==> src/hdl/ota_pkg.sv <==
// How it works
// [RL1] reset selects comparator mode
// [RL2] temperature above limit asserts alert
// [RL3] comparator releases below hysteresis only
// [RL4] comparator shutdown holds alert state
// [RL5] interrupt alert held until register read
// [RL6] after high event, rearm below hysteresis
// [RL7] after low event, rearm above limit
// [RL8] alert response also clears alert
// [RL9] interrupt shutdown entry clears alert
// [RL10] alert enable bit gates response
// [RL11] host selects interrupt mode too
// [RL12] open-drain alert pin, pull only
// [RL13] host uses active low when shared
// [RL14] shared line low if any pulls
// [RL15] host reads reserved response address
// [RL16] alerting device acks, returns own address
// [RL17] low bit shows which limit crossed
// [RL18] lowest address wins bus arbitration
// [RL19] alert released after address delivered
// [RL20] host repeats response read while low
// [RL21] address high nibble fixed, pins low
// [RL22] limits compared in temperature format
package ota_pkg;
    localparam logic [1:0]  OTA_REG_TEMP   = 2'h0;
    localparam logic [1:0]  OTA_REG_CFG    = 2'h1;
    localparam logic [1:0]  OTA_REG_HYST   = 2'h2;
    localparam logic [1:0]  OTA_REG_LIM    = 2'h3;
    localparam logic [15:0] OTA_TEMP_RST   = 16'h0000;
    localparam logic [15:0] OTA_HYST_RST   = 16'h4b00;
    localparam logic [15:0] OTA_LIM_RST    = 16'h5000;
    localparam logic [15:0] OTA_VAL_MASK   = 16'hfff0;
    localparam logic [7:0]  OTA_CFG_RST    = 8'h00;
    localparam logic [3:0]  OTA_ADDR_HI    = 4'h9;
    localparam logic [6:0]  OTA_ARA        = 7'h0c;
    localparam logic [3:0]  OTA_BYTE_BITS  = 4'h8;

    typedef struct packed {
        logic       alert_en;
        logic [3:0] spare;
        logic       pol_high;
        logic       int_mode;
        logic       shdn;
    } ota_cfg_s;

    typedef enum logic [4:0] {
        ARA_IDLE = 5'h01,
        ARA_ADDR = 5'h02,
        ARA_ACK  = 5'h04,
        ARA_DATA = 5'h08,
        ARA_SKIP = 5'h10
    } ota_ara_e;
endpackage

==> src/hdl/ota_ara_resp.sv <==
`timescale 1ns/100ps
`default_nettype none
module ota_ara_resp
    import ota_pkg::*;
(
    input  wire logic       mclk_i,     // system clock
    input  wire logic       sys_rst_i,  // sync reset, high
    input  wire logic       scl_i,      // bus clock pin
    input  wire logic       sda_i,      // bus data pin
    input  wire logic [6:0] own_addr_i, // own bus address
    input  wire logic       lsb_i,      // limit indicator bit
    input  wire logic       armed_i,    // alert pending
    output logic            sda_o,      // data drive level
    output logic            sda_oe_o,   // data pull enable
    output logic            done_o      // address delivered
);
    logic [2:0] scl_s;
    logic [2:0] sda_s;
    logic       scl_f;
    logic       sda_f;
    ota_ara_e   state;
    logic [3:0] cnt;
    logic [7:0] sh;
    logic [7:0] tx;
    logic [2:0] next_scl_s;
    logic [2:0] next_sda_s;
    logic       next_scl_f;
    logic       next_sda_f;
    ota_ara_e   next_state;
    logic [3:0] next_cnt;
    logic [7:0] next_sh;
    logic [7:0] next_tx;
    logic       next_oe;
    logic       next_done;
    logic       scl_ok;
    logic       sda_ok;
    logic       scl_rise;
    logic       scl_fall;
    logic       start;
    logic       stop;

    always_comb begin
        next_scl_s = {scl_s[1:0], scl_i};
        next_sda_s = {sda_s[1:0], sda_i};
        scl_ok     = scl_s[1] == scl_s[2];
        sda_ok     = sda_s[1] == sda_s[2];
        next_scl_f = scl_ok ? scl_s[2] : scl_f;
        next_sda_f = sda_ok ? sda_s[2] : sda_f;
        scl_rise   = scl_ok & scl_s[2] & ~scl_f;
        scl_fall   = scl_ok & ~scl_s[2] & scl_f;
        start      = sda_ok & ~sda_s[2] & sda_f & scl_f & scl_ok & scl_s[2];
        stop       = sda_ok & sda_s[2] & ~sda_f & scl_f & scl_ok & scl_s[2];
        next_state = state;
        next_cnt   = cnt;
        next_sh    = sh;
        next_tx    = tx;
        next_oe    = sda_oe_o;
        next_done  = 1'b0;
        if (start) begin
            next_state = ARA_ADDR;
            next_cnt   = 4'h0;
            next_oe    = 1'b0;
        end else if (stop) begin
            next_state = ARA_IDLE;
            next_oe    = 1'b0;
        end else begin
            case (state)
                ARA_ADDR: begin
                    if (scl_rise) begin
                        next_sh  = {sh[6:0], sda_f};
                        next_cnt = cnt + 4'h1;
                    end else if (scl_fall && cnt == OTA_BYTE_BITS) begin
                        if (sh == {OTA_ARA, 1'b1} && armed_i) begin
                            next_state = ARA_ACK;
                            next_oe    = 1'b1;                   // [RL16]
                            next_tx    = {own_addr_i, lsb_i};    // [RL17]
                        end else begin
                            next_state = ARA_SKIP;
                        end
                    end
                end
                ARA_ACK: begin
                    if (scl_fall) begin
                        next_state = ARA_DATA;
                        next_cnt   = 4'h0;
                        next_oe    = ~tx[7];
                        next_tx    = {tx[6:0], 1'b0};
                    end
                end
                ARA_DATA: begin
                    if (scl_rise) begin
                        // third sync stage of the line, same depth as the clock edge detect; the filtered copy lags it by a cycle
                        if (!sda_oe_o && !sda_s[2]) begin
                            next_state = ARA_SKIP;               // [RL18]
                        end else begin
                            next_cnt = cnt + 4'h1;
                        end
                    end else if (scl_fall) begin
                        if (cnt == OTA_BYTE_BITS) begin
                            next_oe    = 1'b0;
                            next_done  = 1'b1;                   // [RL19]
                            next_state = ARA_SKIP;
                        end else begin
                            next_oe = ~tx[7];
                            next_tx = {tx[6:0], 1'b0};
                        end
                    end
                end
                ARA_IDLE: begin
                    next_state = ARA_IDLE;
                end
                ARA_SKIP: begin
                    next_state = ARA_SKIP;
                end
                default: begin
                    next_state = ARA_IDLE;
                    next_oe    = 1'b0;
                end
            endcase
        end
    end

    always_ff @(posedge mclk_i) begin
        if (sys_rst_i) begin
            scl_s    <= 3'h7;
            sda_s    <= 3'h7;
            scl_f    <= 1'b1;
            sda_f    <= 1'b1;
            state    <= ARA_IDLE;
            cnt      <= 4'h0;
            sh       <= 8'h00;
            tx       <= 8'h00;
            sda_oe_o <= 1'b0;
            sda_o    <= 1'b0;
            done_o   <= 1'b0;
        end else begin
            scl_s    <= next_scl_s;
            sda_s    <= next_sda_s;
            scl_f    <= next_scl_f;
            sda_f    <= next_sda_f;
            state    <= next_state;
            cnt      <= next_cnt;
            sh       <= next_sh;
            tx       <= next_tx;
            sda_oe_o <= next_oe;
            sda_o    <= 1'b0;
            done_o   <= next_done;
        end
    end
endmodule
`default_nettype wire

==> src/hdl/ota_alert.sv <==
`timescale 1ns/100ps
`default_nettype none
module ota_alert
    import ota_pkg::*;
(
    input  wire logic        mclk_i,                     // 20 MHz clock
    input  wire logic        sys_rst_i,                  // sync reset, high
    input  wire logic [1:0]  addr_i,                     // register index
    input  wire logic [15:0] wdata_i,                    // write data
    input  wire logic        wr_i,                       // write strobe
    input  wire logic        rd_i,                       // read strobe
    output logic      [15:0] rdata_o,                    // read data, next cycle
    input  wire logic [15:0] temp_i,                     // converter result
    input  wire logic        temp_vld_i,                 // result strobe
    input  wire logic        addr_select_bit0_i,         // address pin 0
    input  wire logic        addr_select_bit1_i,         // address pin 1
    input  wire logic        addr_select_bit2_i,         // address pin 2
    input  wire logic        scl_i,                      // bus clock pin
    input  wire logic        sda_i,                      // bus data pin
    output logic             sda_o,                      // bus data level
    output logic             sda_oe_o,                   // bus data pull
    output logic             overtemp_alert_output_o,    // alert pin level
    output logic             overtemp_alert_output_oe_o, // alert pin pull
    output logic             alert_active_o              // alert logical state
);
    ota_cfg_s    cfg;
    logic [15:0] temp;
    logic [15:0] hyst;
    logic [15:0] lim;
    logic        exp_hi;
    logic        hi_flag;
    logic [2:0]  as_s1;
    logic [2:0]  as_s2;
    logic [2:0]  as_s3;
    logic [2:0]  as_q;
    logic        ara_done;
    logic        armed;
    ota_cfg_s    next_cfg;
    logic [15:0] next_temp;
    logic [15:0] next_hyst;
    logic [15:0] next_lim;
    logic        next_active;
    logic        next_exp_hi;
    logic        next_hi_flag;
    logic [15:0] next_rdata;
    logic [2:0]  next_as_q;
    logic        next_oe;
    ota_cfg_s    wr_cfg;
    logic        cfg_wr;
    logic        mode_chg;
    logic        shdn_entry;
    logic        take;
    logic        over;
    logic        under;
    logic [15:0] tval;

    function automatic logic [15:0] ota_align(input logic [15:0] v);
        ota_align = v & OTA_VAL_MASK;
    endfunction

    function automatic logic ota_gt(input logic [15:0] a, input logic [15:0] b);
        ota_gt = $signed(ota_align(a)) > $signed(ota_align(b));
    endfunction

    // address pins: three-stage sync, accepted once stages two and three agree
    always_comb begin
        next_as_q = (as_s2 == as_s3) ? as_s3 : as_q;
    end

    always_ff @(posedge mclk_i) begin
        if (sys_rst_i) begin
            as_s1 <= 3'h0;
            as_s2 <= 3'h0;
            as_s3 <= 3'h0;
            as_q  <= 3'h0;
        end else begin
            as_s1 <= {addr_select_bit2_i, addr_select_bit1_i, addr_select_bit0_i};
            as_s2 <= as_s1;
            as_s3 <= as_s2;
            as_q  <= next_as_q;
        end
    end

    // register file
    always_comb begin
        wr_cfg    = ota_cfg_s'(wdata_i[7:0]);
        cfg_wr    = wr_i && addr_i == OTA_REG_CFG;
        take      = temp_vld_i && !cfg.shdn;
        tval      = ota_align(temp_i);
        next_cfg  = cfg_wr ? wr_cfg : cfg;
        next_temp = take ? tval : temp;
        next_hyst = hyst;
        next_lim  = lim;
        if (wr_i && addr_i == OTA_REG_HYST) begin
            next_hyst = ota_align(wdata_i);                       // [RL22]
        end else if (wr_i && addr_i == OTA_REG_LIM) begin
            next_lim = ota_align(wdata_i);                        // [RL22]
        end
        next_rdata = 16'h0000;
        if (rd_i) begin
            if (addr_i == OTA_REG_TEMP) begin
                next_rdata = temp;
            end else if (addr_i == OTA_REG_CFG) begin
                next_rdata = {8'h00, cfg};
            end else if (addr_i == OTA_REG_HYST) begin
                next_rdata = hyst;
            end else begin
                next_rdata = lim;
            end
        end
    end

    // alert state: comparator or interrupt behaviour
    always_comb begin
        over         = ota_gt(temp_i, lim);                       // [RL2] [RL22]
        under        = ota_gt(hyst, temp_i);                      // [RL22]
        mode_chg     = cfg_wr && wr_cfg.int_mode != cfg.int_mode;
        shdn_entry   = cfg_wr && wr_cfg.shdn && !cfg.shdn;
        next_active  = alert_active_o;
        next_exp_hi  = exp_hi;
        next_hi_flag = take ? !ota_gt(lim, temp_i) : hi_flag;    // [RL17]
        if (mode_chg) begin
            next_active = 1'b0;
            next_exp_hi = 1'b1;
        end else if (cfg.int_mode) begin
            if (rd_i || ara_done || shdn_entry) begin
                next_active = 1'b0;                               // [RL5] [RL8] [RL9]
            end
            // a new event in the clearing cycle still sets the alert
            if (take && exp_hi && over) begin
                next_active = 1'b1;                               // [RL2] [RL7]
                next_exp_hi = 1'b0;
            end else if (take && !exp_hi && under) begin
                next_active = 1'b1;                               // [RL6]
                next_exp_hi = 1'b1;
            end
        end else begin
            // no samples are taken in shutdown, so the state holds
            if (take && over) begin
                next_active = 1'b1;                               // [RL2] [RL4]
            end else if (take && under) begin
                next_active = 1'b0;                               // [RL3]
            end
        end
        armed   = alert_active_o && cfg.alert_en && cfg.int_mode; // [RL10] [RL11]
        next_oe = next_active ^ next_cfg.pol_high;                // [RL12] [RL14]
    end

    always_ff @(posedge mclk_i) begin
        if (sys_rst_i) begin
            cfg                        <= ota_cfg_s'(OTA_CFG_RST); // [RL1]
            temp                       <= OTA_TEMP_RST;
            hyst                       <= OTA_HYST_RST;
            lim                        <= OTA_LIM_RST;
            exp_hi                     <= 1'b1;
            hi_flag                    <= 1'b0;
            alert_active_o             <= 1'b0;
            rdata_o                    <= 16'h0000;
            overtemp_alert_output_o    <= 1'b0;
            overtemp_alert_output_oe_o <= 1'b0;
        end else begin
            cfg                        <= next_cfg;
            temp                       <= next_temp;
            hyst                       <= next_hyst;
            lim                        <= next_lim;
            exp_hi                     <= next_exp_hi;
            hi_flag                    <= next_hi_flag;
            alert_active_o             <= next_active;
            rdata_o                    <= next_rdata;
            overtemp_alert_output_o    <= 1'b0;                   // [RL12]
            overtemp_alert_output_oe_o <= next_oe;
        end
    end

    ota_ara_resp u_ara (
        .mclk_i     (mclk_i),
        .sys_rst_i  (sys_rst_i),
        .scl_i      (scl_i),
        .sda_i      (sda_i),
        .own_addr_i ({OTA_ADDR_HI, as_q}),                        // [RL21]
        .lsb_i      (hi_flag),
        .armed_i    (armed),
        .sda_o      (sda_o),
        .sda_oe_o   (sda_oe_o),
        .done_o     (ara_done)
    );
endmodule
`default_nettype wire

==> config.mk <==
export PLATFORM = sky130hd
export DESIGN_NAME = ota_alert
export DESIGN_NICKNAME = d
export VERILOG_FILES = /design/src/hdl/ota_pkg.sv /design/src/hdl/ota_ara_resp.sv /design/src/hdl/ota_alert.sv
export SDC_FILE = /design/constraint.sdc
export NUM_CORES = 1
export LEC_CHECK = 0
export ABC_CLOCK_PERIOD_IN_PS = 2300
export BUFFER_PORTS_ARGS = -buffer_cell sky130_fd_sc_hd__clkbuf_2
export CORE_MARGIN = 8
export CORE_UTILIZATION = 52
export DETAILED_ROUTE_END_ITERATION = 12
export PLACE_DENSITY = 0.76
export SLEW_MARGIN = 20
export SYNTH_ARGS = -nofsm -noshare
export SYNTH_HDL_FRONTEND = slang
export SYNTH_SLANG_ARGS = --single-unit
==> constraint.sdc <==
create_clock -name mclk_i -period 2.3 [get_ports mclk_i]
set_input_delay 0.115 -clock mclk_i [delete_from_list [all_inputs] [get_ports mclk_i]]
set_output_delay 0.115 -clock mclk_i [all_outputs]
set_load 0.02 [all_outputs]
## Word-level counts from Yosys, hierarchy flattened

Index checks and enable logic that the tools add are counted.

| word-level totals | value |
|---|---|
| bits in registers | 111 |
| input bits | 44 |
| output and inout port bits | 21 |

| operators by class | value |
|---|---|
| add/subtract/negate cells | 1 |
| order comparisons | 3 |
| equality and inequality tests | 33 |
| muxes and demuxes | 46 |
| bitwise gates (word level) | 27 |
| reductions and logical operators | 43 |

Operator list:

| kind | number |
|---|---|
| 8-bit two-way mux | 7 |
| 16-bit greater-than comparator | 3 |
| 16-bit two-way mux | 3 |
| 5-bit two-way mux | 8 |
| 8-bit case mux with 3 select lines | 1 |
| 5-bit case mux with 4 select lines | 1 |
| 1-bit logical AND | 18 |
| 6-bit AND reduction | 3 |
| 1-bit two-way mux | 17 |
| 4-bit two-way mux | 4 |
| 1-bit bitwise AND | 14 |
| 2-bit by 1-bit inequality test with 1-bit output (second input constant) | 6 |
| 1-bit NOT | 12 |
| 4-bit case mux with 3 select lines | 1 |
| 5-bit by 1-bit inequality test with 1-bit output (second input constant) | 2 |
| 10-bit AND reduction | 1 |
| 8-bit by 5-bit equality test with 1-bit output (second input constant) | 1 |
| 2-bit inequality test (second input constant) | 4 |
| 4-bit by 1-bit inequality test with 1-bit output (second input constant) | 2 |
| 2-bit OR reduction | 4 |
| 7-bit AND reduction | 1 |
| 3-bit by 1-bit inequality test with 1-bit output (second input constant) | 2 |
| 3-bit OR reduction | 2 |
| 6-bit OR reduction | 1 |
| other kinds (26) | 35 |

## Longest topological paths before layout

Gate-level depths: netlist of run 1.

| logic depth | value |
|---|---|
| depth in word-level cells | 11 |
| mapped depth | 12 |
| mapped depth without buffers | 10 |

## Hierarchy

A second synthesis of run 1 with hierarchy kept.

| unflattened totals | value |
|---|---|
| cells, all modules | 625 |
| area total of the unflattened synthesis | 5362.6 sq um |

By module, submodules not included:

| module | instances | cells each | area an instance (sq um) |
|---|---|---|---|
| ota_alert | 1 | 406 | 3524.6 |
| ota_ara_resp | 1 | 219 | 1838.0 |

## Least setup slack after synthesis of run 1

OpenSTA, ideal clock, no wires.

| path | value |
|---|---|
| kind | register -> register |
| start | register lim[13] |
| end | register overtemp_alert_output_oe_o |
| arrival | 2.414 ns |
| slack | -0.245 ns |
| cell stages (with the launch flop) | 10 |
| clock period less this slack | 2.545 ns |
| cell sequence | dfxtp_1 -> ha_1 -> and4_4 -> a221oi_2 -> o21ai_1 -> a311o_1 -> mux2_4 -> a221oi_1 -> mux2i_1 -> o31ai_2 |

| between the ends | value |
|---|---|
| cells in the longest elaborated chain, start to end | 6 |

RTL lines:

| element | line | RTL |
|---|---|---|
| start, declared | ota_alert.sv:29 | `logic [15:0] lim;` |
| start signal, assigned | ota_alert.sv:165 | `lim <= next_lim;` |
| 16-bit greater-than comparator * | ota_alert.sv:62 | `ota_gt = $signed(ota_align(a)) > $signed(ota_align(b));` |
| 1-bit logical AND, on equally long branches | ota_alert.sv:139, ota_alert.sv:130 |  |
| 1-bit two-way mux, on equally long branches | ota_alert.sv:139, ota_alert.sv:130 |  |
| 1-bit two-way mux * | ota_alert.sv:125 | `end else if (cfg.int_mode) begin` |
| 1-bit two-way mux * | ota_alert.sv:122 | `if (mode_chg) begin` |
| 1-bit bitwise XOR * | ota_alert.sv:146 | `next_oe = next_active ^ next_cfg.pol_high;` |
| end signal, assigned | ota_alert.sv:171 | `overtemp_alert_output_oe_o <= next_oe;` |
| end, declared | ota_alert.sv:23 | `output logic overtemp_alert_output_oe_o,` |

Every way passes the cells marked *; elsewhere a longest branch is shown, timed or not.
A chain may end at the register's enable or synchronous reset.

## Worst setup path after layout of run 1

| path | value |
|---|---|
| start | register lim[6] |
| end | register overtemp_alert_output_oe_o |

The elaborated chain is that of the path after synthesis.

==> results by group, run 1 <==
Worst setup path
  • Slowest-stage cell, CP: a311o_1
  • WP buf/inv: 0
  • R2r startpoint: lim[6]
  • CP Data Arrival Time: between 2000 and 3000 ps
  • Element type at the critical path end: flip-flop
  • CP startpoint kind: flip-flop
  • Largest stage delay on the critical path: between 300 and 400 ps
  • Setup crit start: lim[6]
  • CP cell instances: ha_4, o21ai_2, a21oi_1, o311a_2, a311o_1, mux2_4, a221oi_2, mux2i_1, o31ai_2
  • Critical Path Fanout Max: 2
  • CP top delay family: compound AO/OA/AOI/OAI gates
  • CP Class: reg -> reg
  • CP required: ~2600 ps

Pwr
  • Pwr Density: 574.3 mW/mm²
  • Leak: approximately 2.7 nW
  • Peak supply drop: ~380 µV
  • Power Total: about 3.7 mW

Global route
  • Gr ovfl total: 0
  • Initial antenna violation count: 0
  • Vias in the first global route: 4500
  • First-pass GRT wire length: around 21000 µm
  • Largest net degree at the start of global routing: 35
  • Gr usage total: between 20% and 30%

Synth
  • Syn_area_per_cell: 8.385 µm²
  • Number of synthesized register bits: approximately 110
  • Top-count cell post-synth: nand2_1
  • Primary FF master, synth: dfxtp_1
  • Area leader, netlist: dfxtp_1
  • Asr flop ratio synth: 0%
  • Post-synthesis cell type count: 61
  • Largest cells by area after synthesis: dfxtp_1 (44%), nand2_1 (9.4%), ha_1 (7.4%)
  • Syn. warnings: 0
  • Number of synthesized flops with an enable pin: 0
  • Top-area cell type share of the netlist area: a little over two fifths
  • Seq/Total Area, Yosys: roughly 44%
  • Synthesized instance count: 607
  • Mapped cell area: 0.005090 mm²
  • Top cell types by occurrence after synthesis: nand2_1 (128), dfxtp_1 (111), a21oi_1 (67)

Place
  • Pre-CTS setup slack: -197.3 ps
  • Routability cong.: between 0.9 and 1
  • Port bufs: 58
  • Hpwl dp: about 9700 µm

CTS
  • CTS Buffer Depth: 2
  • CTS tree: yes
  • Clock transition at the registers of the reported paths: around 110 ps
  • H-tree depth: 3
  • Worst-Skew Late Latency: around 380 ps
  • Root buffer cell: clkbuf_8
  • CTS Sinks: roughly 110
  • CTS buffer count: 9
  • Post-CTS setup buffers: 0

Timing
  • Worst hold slack: roughly 15 ps
  • RSZ-0062 raised after global routing: yes
  • Clk_skew: between 10 and 15 ps
  • Final Hold Viols: 0
  • Max_slew headroom: ~64%
  • Fin. max-slew vios: 0
  • Tmin final: roughly 2500 ps
  • Final worst slack: -193.9 ps
  • Final setup viols: 1
  • Maximum clock frequency: around 0.40 GHz
  • Worst slew pin tran: 541.9 ps
  • Tcrit/Tclk final: 108.4%

Floorplan
  • Row Count: 36
  • Core area: ~0.0096 mm²
  • Io pins: 65
  • Die height: 114.9 µm
  • Die W: 114.9 µm
  • Die area: ~0.013 mm²
  • Starting density of the core: 52.80%

Hold path
  • Worst min path class: in -> reg
  • HP Start: wdata_i[2]

Route
  • DR WL/cell: 15.11 µm
  • DR iter-0 viols: between 300 and 400
  • First-pass iteration count of the detailed router: 5
  • Detailed-route DRC error count: 0
  • Vias per cell: around 5.4
  • ANT nets after route: 0
  • Final wirelength: approximately 13000 µm
  • DR vias: about 4700

Outcome
  • Status: finished with violations
  • Failing checks: negative setup slack

Final layout
  • Layout area overhead: 25.37%
  • Antenna cells: 0
  • Net count, final: 797
  • Reg area: about 0.0022 mm²
  • Final Util: 66.20%
  • Fillers: 793
  • Proportion of layout cells with a drive suffix above 1: between 20% and 30%
  • Area of the multi-input gates: between 0.002 and 0.003 mm²

Flow run
  • Max-Cap Viols: 0
stage by stage:
step / instance area, µm² / setup TNS, ps / std cells
3_3_place_gp: 5798 / -127.3 / 813
2_1_floorplan: 5139 / -77.62 / 608
6_report: 6381 / -193.9 / 861
5_1_grt: 6381 / -301.0 / 861
4_1_cts: 6351 / -171.3 / 860
3_5_place_dp: 5798 / -197.3 / 813
path summary, 6_finish.rpt:
kind | endpoint | slack, ps | cells after the start
max reg2reg | overtemp_alert_output_oe_o | -190 | 9
min | cfg[2] | 10 | 3
min reg2reg | u_ara.sda_s[1] | 410 | 1
max | overtemp_alert_output_oe_o | -190 | 9
worst reg2reg max path, cell delays in order, from the launching register on:
cell and delay [ps]:
dfxtp_2 350, ha_4 240, o21ai_2 140, a21oi_1 60, o311a_2 330, a311o_1 360
mux2_4 280, a221oi_2 280, mux2i_1 240, o31ai_2 80
sequential cells by signal, summed over array words and instances (netlist names), 4 cells and up:
name	flops
rdata_o	16
hyst	12
lim	12
temp	12
cfg	8
u_ara.sh	8
u_ara.tx	8
u_ara.state	5
u_ara.cnt	4
cells by family after synthesis:
kind of cell	after synthesis	share of synthesized area [%]
adder cells (fa/ha/maj)	30	7.375
XOR/XNOR	7	1.205
AND/OR/NAND/NOR	265	24.02
multiplexers	18	4.818
AO/OA/AOI/OAI	118	14.36
other	1	0.07368
buffers and inverters	57	4.499
flip-flops	111	43.66
cells in the final DEF (no fill, tap or decap), types with 3 or more instances in the layout:
master / n
nand2_1: 128
dfxtp_1: 106
a21oi_1: 67
clkbuf_2: 58
buf_4: 44
nor2_1: 40
dlygate4sd3_1: 31
inv_1: 27
nand3_1: 27
ha_1: 24
nor2b_1: 12
clkbuf_8: 12
a22oi_1: 9
nand2b_1: 8
mux2_2: 8
and2_1: 7
and3_1: 7
or2_2: 6
nand4_1: 6
ha_4: 6
nand3b_1: 5
mux2i_1: 5
a211oi_1: 5
nor3_1: 5
o21ai_0: 5
dfxtp_2: 5
mux4_2: 4
xor2_1: 4
xnor2_1: 3
and3_2: 3
a311oi_1: 3
o21ai_1: 3
o211ai_1: 3
per-layer routing:
layer	routed length, µm	track usage (%)
met1	5704	25.39
met5	0	0
met3	915	3.782
met2	6160	33.63
met4	226	6.743
cell type report:
cell class	instances	area share, %
clock buffer	12	2.588
clock inverter	4	0.5294
inverter	27	1.588
multi-input combinational	441	43.18
sequential	111	34.92
tap	133	2.608
timing repair buffer	133	14.59
report_power, final:
part	internal, mW	switching, mW
combinational	0.227	0.254
sequential	1.98	0.0340
clock	0.498	0.673
what timing repair did:
action | CTS | global route
resized for setup | 8 | 7
hold buffers | 31 | 0
endpoints found under the setup margin | 2 | 12
pin swaps | 0 | 1
cloned | 0 | 1
hold endpoints to repair | 46 | 0
No activity file was read; power rests on OpenSTA's default activity.
==> run 2, diff against run 1 <==
--- a/config.mk
+++ b/config.mk
@@ -6,10 +6,11 @@
 export NUM_CORES = 1
 export LEC_CHECK = 0
 export ABC_CLOCK_PERIOD_IN_PS = 2300
-export BUFFER_PORTS_ARGS = -buffer_cell sky130_fd_sc_hd__clkbuf_2
+export BUFFER_PORTS_ARGS = -buffer_cell sky130_fd_sc_hd__buf_4
 export CORE_MARGIN = 8
 export CORE_UTILIZATION = 52
 export DETAILED_ROUTE_END_ITERATION = 12
+export GPL_TIMING_DRIVEN = 0
 export PLACE_DENSITY = 0.76
 export SLEW_MARGIN = 20
 export SYNTH_ARGS = -nofsm -noshare
==> results by group, run 2 (synthesis results as in run 1) <==
Outcome
  • Status: finished with violations (unchanged)
  • Failing checks: negative setup slack (unchanged)

Pwr
  • Power Total: 3.605 mW (was 3.664 mW)
  • Pwr Density: 569.4 mW/mm² (was 574.3 mW/mm²)
  • Peak supply drop: 367.6 µV (was 378.7 µV)
  • Leak: 2.634 nW (was 2.748 nW)

Timing
  • Worst hold slack: 25.38 ps (was 14.78 ps)
  • Worst slew pin tran: 669.8 ps (was 541.9 ps)
  • RSZ-0062 raised after global routing: yes (unchanged)
  • Final worst slack: -347.6 ps (was -193.9 ps)
  • Tcrit/Tclk final: 115.1% (was 108.4%)
  • Clk_skew: 10.63 ps (was 14.76 ps)
  • Tmin final: 2648 ps (was 2494 ps)
  • Maximum clock frequency: 0.3777 GHz (was 0.4010 GHz)
  • Max_slew headroom: 55.35% (was 63.77%)
  • Setup TNS Final: -347.6 ps (was -193.9 ps)
  • Fin. max-slew vios: 0 (unchanged)
  • Final setup viols: 1 (unchanged)
  • Final Hold Viols: 0 (unchanged)

Final layout
  • Post-Layout Cell Count: 847 (was 861)
  • Area of the multi-input gates: 0.002751 mm² (was 0.002755 mm²)
  • Commonest cells after routing, fill and taps aside: nand2_1 (128), dfxtp_1 (104), a21oi_1 (66) (was nand2_1 (128), dfxtp_1 (106), a21oi_1 (67))
  • Reg area: 0.002236 mm² (was 0.002228 mm²)
  • Proportion of layout cells with a drive suffix above 1: 18.35% (was 22.53%)
  • Antenna cells: 0 (unchanged)
  • Fillers: 855 (was 793)
  • Net count, final: 783 (was 797)
  • Most flops, register: rdata_o (unchanged)
  • Layout area overhead: 24.41% (was 25.37%)
  • Max FFs per register: 16 (unchanged)
  • Commonest non-fill, non-tap cell in the layout: nand2_1 (unchanged)

Floorplan
  • Row Count: 36 (unchanged)
  • Die W: 114.9 µm (unchanged)
  • Core area: 0.009639 mm² (unchanged)
  • Die area: 0.01321 mm² (unchanged)
  • Io pins: 65 (unchanged)
  • Die height: 114.9 µm (unchanged)
  • Starting density of the core: 52.80% (unchanged)

Worst setup path
  • Element type at the critical path end: flip-flop (unchanged)
  • CP cell instances: ha_4, or2b_1, a221oi_2, o21ai_1, a311o_1, mux2_4, a221oi_2, mux2i_1, o31ai_2 (was ha_4, o21ai_2, a21oi_1, o311a_2, a311o_1, mux2_4, a221oi_2, mux2i_1, o31ai_2)
  • Critical Path Fanout Max: 4 (was 2)
  • CP startpoint kind: flip-flop (unchanged)
  • CP Class: reg -> reg (unchanged)
  • Most frequent CP cell: a221oi_2
  • Slowest-stage cell, CP: dfxtp_4 (was a311o_1)
  • CP Data Arrival Time: 2900 ps (was 2760 ps)
  • Largest stage delay on the critical path: 370 ps (was 360 ps)
  • CP required: 2550 ps (was 2570 ps)

CTS
  • H-tree depth: 3 (unchanged)
  • CTS Sinks: 111 (unchanged)
  • Worst-Skew Late Latency: 380 ps (about the same)
  • CTS tree: yes (unchanged)
  • CTS buffer count: 9 (unchanged)
  • CTS Buffer Depth: 2 (unchanged)
  • Clock transition at the registers of the reported paths: 100 ps (was 110 ps)
  • Root buffer cell: clkbuf_8 (unchanged)

Route
  • Vias per cell: 5.505 (was 5.439)
  • First-pass iteration count of the detailed router: 6 (was 5)
  • Detailed-route DRC error count: 0 (unchanged)
  • DR vias: 4663 (was 4683)
  • DR WL/cell: 15.79 µm (was 15.11 µm)
  • Final wirelength: 13380 µm (was 13010 µm)
  • ANT nets after route: 0 (unchanged)
  • DR iter-0 viols: 356 (was 381)

Place
  • Port bufs: 57 (was 58)
  • Placed Instances: 798 (was 813)
  • Hpwl dp: 10080 µm (was 9653 µm)
  • Pre-CTS setup slack: -431.2 ps (was -197.3 ps)
  • Routability cong.: 0.8944 (was 0.9659)

Global route
  • First-pass GRT wire length: 21750 µm (was 21250 µm)
  • Gr usage total: 20.66% (was 20.09%)
  • Vias in the first global route: 4608 (was 4500)
  • Initial antenna violation count: 0 (unchanged)
  • Gr ovfl total: 0 (unchanged)
  • Largest net degree at the start of global routing: 19 (was 35)

Flow run
  • Max-Cap Viols: 0 (unchanged)

Hold path
  • Worst min path class: in -> reg (unchanged)
## run 2: changes by cell type in the layout (fill, tap and decap cells not counted), sizes merged
| cell | previous run | this run |
|---|---|---|
| clkbuf | 70 | 34 |
| inv | 30 | 29 |
| buf | 44 | 68 |
| clkinvlp | 0 | 1 |
| and3 | 11 | 10 |
| dlygate4sd3 | 31 | 30 |
## run 2: worst max-delay path, delay by kind of cell, from the launching register on
kind | cells | cell delay, ps
AOI/OAI and AO/OA | 5 | 1040
adders and majority gates | 1 | 280
DFF | 1 | 370
muxes | 2 | 580
and+or+nand+nor | 1 | 260
## run 2: per-stage QoR
stage / area (µm²) / utilization, %
2_1_floorplan: 5139 / -
3_3_place_gp: 5733 / 59.48
3_5_place_dp: 5733 / 59.48
4_1_cts: 6241 / 64.75
5_1_grt: 6332 / 65.69
6_report: 6332 / 65.69
## run 2: worst paths after layout
check | startpoint | slack [ps] | cells after the start | to
max | lim[15] | -350 | 9 | overtemp_alert_output_oe_o
min | temp_i[4] | 30 | 3 | temp[4]
max reg2reg | lim[15] | -350 | 9 | overtemp_alert_output_oe_o
min reg2reg | u_ara.sda_s[0] | 420 | 1 | u_ara.sda_s[1]
## run 2: layout make-up
| type | instances | share of cell area, % |
|---|---|---|
| buffer | 29 | 2.015 |
| clock inverter | 4 | 0.5730 |
| clock buffer | 12 | 2.450 |
| timing repair buffer | 91 | 11.97 |
| multi-input combinational | 440 | 43.45 |
| tap | 133 | 2.628 |
| inverter | 27 | 1.600 |
| sequential | 111 | 35.31 |
## run 2: where the power goes
group,switching [mW],total [mW],internal [mW]
Sequential,0.0401,2.02,1.98
Clock,0.653,1.12,0.468
Combinational,0.248,0.468,0.220
## run 2: what timing repair did
item,4_1_cts,5_1_grt
buffers inserted,1,3
endpoints found under the setup margin,13,15
pin swaps,4,6
gates resized for setup,6,17
endpoints found under the hold margin,45,0
gates cloned,0,0
hold buffers,30,0
## run 2: metal layers
metal	wire, µm	share of wire [%]	global-route usage (%)	vias up
met1	5855	44	25.12	2220
met5	0	0	0	-
met3	711	5.3	4.202	19
met2	6577	49	35.11	134
li1	-	-	-	2290
met4	231	1.7	7.881	0
==> run 3, diff against run 2 <==
--- a/config.mk
+++ b/config.mk
@@ -11,8 +11,9 @@
 export CORE_UTILIZATION = 52
 export DETAILED_ROUTE_END_ITERATION = 12
 export GPL_TIMING_DRIVEN = 0
-export PLACE_DENSITY = 0.76
+export PLACE_DENSITY = 0.75
 export SLEW_MARGIN = 20
 export SYNTH_ARGS = -nofsm -noshare
 export SYNTH_HDL_FRONTEND = slang
+export SYNTH_HIERARCHICAL = 1
 export SYNTH_SLANG_ARGS = --single-unit
==> results by group, run 3 <==
Outcome
  • Status: finished with violations (unchanged)
  • Failing checks: negative setup slack (unchanged)

Route
  • First-pass iteration count of the detailed router: 5 (was 6)
  • ANT nets after route: 0 (unchanged)
  • DR iter-0 viols: 420 (was 356)
  • DR WL/cell: 17.10 µm (was 15.79 µm)
  • DR vias: 5085 (was 4663)
  • Detailed-route DRC error count: 0 (unchanged)
  • Final wirelength: 15190 µm (was 13380 µm)
  • Vias per cell: 5.726 (was 5.505)

Place
  • Area post-placement: 0.005972 mm² (was 0.005733 mm²)
  • Placed Instances: 821 (was 798)
  • Hpwl dp: 10430 µm (was 10080 µm)
  • Routability cong.: 0.9382 (was 0.8944)
  • Port bufs: 57 (unchanged)

Global route
  • Vias in the first global route: 5175 (was 4608)
  • Initial antenna violation count: 0 (unchanged)
  • Gr usage total: 21.90% (was 20.66%)
  • First-pass GRT wire length: 24970 µm (was 21750 µm)
  • Largest net degree at the start of global routing: 19 (unchanged)
  • Gr ovfl total: 0 (unchanged)

Worst setup path
  • CP startpoint kind: flip-flop (unchanged)
  • Reg-to-Reg End: overtemp_alert_output_oe_o (unchanged)
  • R2r setup slk: -300 ps (was -350 ps)
  • R2r startpoint: hyst[15] (was lim[15])
  • WP buf/inv: 0 (unchanged)
  • CP top delay family: compound AO/OA/AOI/OAI gates (unchanged)
  • Slowest-stage cell, CP: o41ai_2 (was dfxtp_4)
  • CP cell instances: ha_4, nand4_1, o41ai_2, or3b_1, a211oi_4, a211oi_2, a211oi_2, or3_4, o311ai_4 (was ha_4, or2b_1, a221oi_2, o21ai_1, a311o_1, mux2_4, a221oi_2, mux2i_1, o31ai_2)
  • CP required: 2610 ps (was 2550 ps)
  • Element type at the critical path end: flip-flop (unchanged)
  • Most frequent CP cell: a211oi_2 (was a221oi_2)
  • Critical Path Fanout Max: 3 (was 4)
  • CP Class: reg -> reg (unchanged)
  • Reg2reg path depth: 9 (unchanged)
  • Largest stage delay on the critical path: 480 ps (was 370 ps)
  • CP Data Arrival Time: 2910 ps (was 2900 ps)

Pwr
  • Clock share of power: 34.3% (was 31.1%)
  • Comb power frac: 13.7% (was 13.0%)
  • Peak supply drop: 595.2 µV (was 367.6 µV)
  • Pwr Density: 561.8 mW/mm² (was 569.4 mW/mm²)
  • Leak: 2.891 nW (was 2.634 nW)
  • NetSw: 1.007 mW (was 0.9412 mW)
  • Internal power: 2.884 mW (was 2.664 mW)
  • Seq pwr share: 51.9% (was 55.9%)
  • Sw Share: 25.87% (was 26.11%)

Synth
  • XOR/XNOR Fraction of Synth Area: 1.470% (was 1.205%)
  • Number of synthesized register bits: 111 (unchanged)
  • Seq/Total Area, Yosys: 41.44% (was 43.66%)
  • Asr flop ratio synth: 0% (unchanged)
  • Post-synthesis cell type count: 67 (was 61)
  • Mapped cell area: 0.005363 mm² (was 0.005090 mm²)
  • Syn. warnings: 6 (was 0)
  • Top cell types by occurrence after synthesis: nand2_1 (131), dfxtp_1 (111), a21oi_1 (53) (was nand2_1 (128), dfxtp_1 (111), a21oi_1 (67))
  • Synthesized instance count: 625 (was 607)
  • Top-area cell type share of the netlist area: 41.44% (was 43.66%)
  • Top-count cell post-synth: nand2_1 (unchanged)
  • Number of synthesized flops with an enable pin: 0 (unchanged)
  • Mux cell area share after synthesis: 5.413% (was 4.818%)
  • Post-Synth Adder-Cell Area: 7.000% (was 7.375%)
  • Post-Synth Simple-Gate Area: 23.96% (was 24.02%)
  • Largest cells by area after synthesis: dfxtp_1 (41%), nand2_1 (9.2%), ha_1 (7.0%) (was dfxtp_1 (44%), nand2_1 (9.4%), ha_1 (7.4%))
  • Primary FF master, synth: dfxtp_1 (unchanged)
  • Area leader, netlist: dfxtp_1 (unchanged)
  • Area fraction in compound gates after synthesis: 16.24% (was 14.36%)
  • Main combinational cell family by area after synthesis: simple AND/OR/NAND/NOR gates (unchanged)
  • Syn_area_per_cell: 8.580 µm² (was 8.385 µm²)

Final layout
  • Fillers: 791 (was 855)
  • Net count, final: 821 (was 783)
  • Commonest non-fill, non-tap cell in the layout: nand2_1 (unchanged)
  • Commonest cells after routing, fill and taps aside: nand2_1 (131), dfxtp_1 (100), buf_4 (77) (was nand2_1 (128), dfxtp_1 (104), a21oi_1 (66))
  • Max FFs per register: 16 (unchanged)
  • Post-Layout Cell Count: 888 (was 847)
  • Most flops, register: rdata_o (unchanged)
  • Final Util: 68.00% (was 65.69%)
  • Layout area overhead: 29.14% (was 24.41%)
  • Post-route cell area: 0.006925 mm² (was 0.006332 mm²)
  • Proportion of layout cells with a drive suffix above 1: 21.41% (was 18.35%)
  • Area of the multi-input gates: 0.003151 mm² (was 0.002751 mm²)
  • Reg area: 0.002241 mm² (was 0.002236 mm²)
  • Antenna cells: 0 (unchanged)

Floorplan
  • Core area: 0.01018 mm² (was 0.009639 mm²)
  • Io pins: 65 (unchanged)
  • Die W: 117.6 µm (was 114.9 µm)
  • Starting density of the core: 52.65% (was 52.80%)
  • Die height: 117.6 µm (was 114.9 µm)
  • Row Count: 37 (was 36)
  • Die area: 0.01382 mm² (was 0.01321 mm²)

Hold path
  • Worst hold endpoint: rdata_o[4] (was temp[4])
  • Hold Path Cell Cnt: 3 (unchanged)
  • Worst min path class: in -> reg (unchanged)
  • HP Start: rd_i (was temp_i[4])

CTS
  • Worst-Skew Late Latency: 400 ps (was 380 ps)
  • CTS buffer count: 9 (unchanged)
  • H-tree depth: 3 (unchanged)
  • Root buffer cell: clkbuf_8 (unchanged)
  • Clock transition at the registers of the reported paths: 100 ps (about the same)
  • CTS Buffer Depth: 2 (unchanged)
  • CTS Sinks: 111 (unchanged)
  • CTS tree: yes (unchanged)

Timing
  • Worst hold slack: 82.91 ps (was 25.38 ps)
  • Max_slew headroom: 53.36% (was 55.35%)
  • Setup TNS Final: -324.8 ps (was -347.6 ps)
  • Final setup viols: 2 (was 1)
  • Fin. max-slew vios: 0 (unchanged)
  • Tmin final: 2599 ps (was 2648 ps)
  • Clk_skew: 10.35 ps (was 10.63 ps)
  • Final Hold Viols: 0 (unchanged)
  • RSZ-0062 raised after global routing: yes (unchanged)
  • Tcrit/Tclk final: 113.0% (was 115.1%)
  • Final worst slack: -298.7 ps (was -347.6 ps)
  • Worst slew pin tran: 697.1 ps (was 669.8 ps)
  • Maximum clock frequency: 0.3848 GHz (was 0.3777 GHz)

Flow run
  • Max-Cap Viols: 0 (unchanged)
run 3: changes by cell type after synthesis, sizes merged, moves of 6 or more:
cell | previous run | this run
a21oi | 67 | 53
nand3b | 5 | 12
mux2i | 5 | 11
and3 | 10 | 4
nor2b | 13 | 19
a31oi | 2 | 8
nand3 | 27 | 13
run 3: metal layers:
layer  GRT usage, %  vias to the layer above  part of all wire (%)
met5              0                        -                     0
met4          7.286                        0                   2.4
met3          5.372                       38                   6.1
met2          38.05                      191                    50
met1          25.82                     2434                    41
li1               -                     2422                     -
run 3: what timing repair did:
| item | 4_1_cts | 5_1_grt |
|---|---|---|
| resized for setup | 26 | 18 |
| pin swaps | 10 | 12 |
| hold endpoints to repair | 50 | 0 |
| buffers inserted | 11 | 6 |
| endpoints found under the setup margin | 9 | 10 |
| hold buffers | 35 | 0 |
run 3: worst max-delay path by stage:
stage             start                    endpoint  slack (ps)  depth (start not counted)
2_1_floorplan   lim[15]  overtemp_alert_output_oe_o          90                          9
3_3_place_gp   hyst[15]  overtemp_alert_output_oe_o        -190                          9
3_5_place_dp   hyst[15]  overtemp_alert_output_oe_o        -230                          9
4_1_cts        hyst[14]  overtemp_alert_output_oe_o        -100                          9
5_1_grt        hyst[15]  overtemp_alert_output_oe_o        -350                          9
6_report       hyst[15]  overtemp_alert_output_oe_o        -300                          9
run 3: area by class of cell:
class	count	share of cell area [%]
Clock inverter	6	1.319
Multi-Input combinational cell	462	45.49
Buffer	31	2.005
Tap cell	136	2.457
Clock buffer	10	1.987
Timing Repair Buffer	109	13.13
Sequential cell	111	32.36
Inverter	23	1.247
run 3: kinds of logic (layout without fill, tap and decap cells):
| logic type | Yosys count | after routing |
|---|---|---|
| compound gates | 129 | 129 |
| mux | 23 | 23 |
| fa+ha+maj | 30 | 30 |
| simple gates | 265 | 265 |
| flops | 111 | 111 |
| buf+inv | 55 | 179 |
| xor+xnor | 9 | 9 |
| other cells | 3 | 6 |
run 3: per-stage QoR:
step | total power [mW] | setup WS (ps)
after detailed placement | 2.471 | -226.4
after CTS | 3.867 | -101.5
after floorplan | 2.308 | 92.23
after global placement | 2.458 | -193.1
after global routing | 4.047 | -347.8
final | 3.891 | -298.7
run 3: tightest hold or removal path, cell delays in order:
cell and delay, ps:
buf_4 90, nand2b_1 120, nor2b_1 130
run 3: power groups by stage:
stage,combinational (mW),sequential (mW),clock (mW)
final,0.535,2.02,1.34
after global routing,0.580,2.03,1.44
after CTS,0.496,2.02,1.35
after detailed placement,0.411,2.06,0
after global placement,0.400,2.06,0
after floorplan,0.250,2.06,0
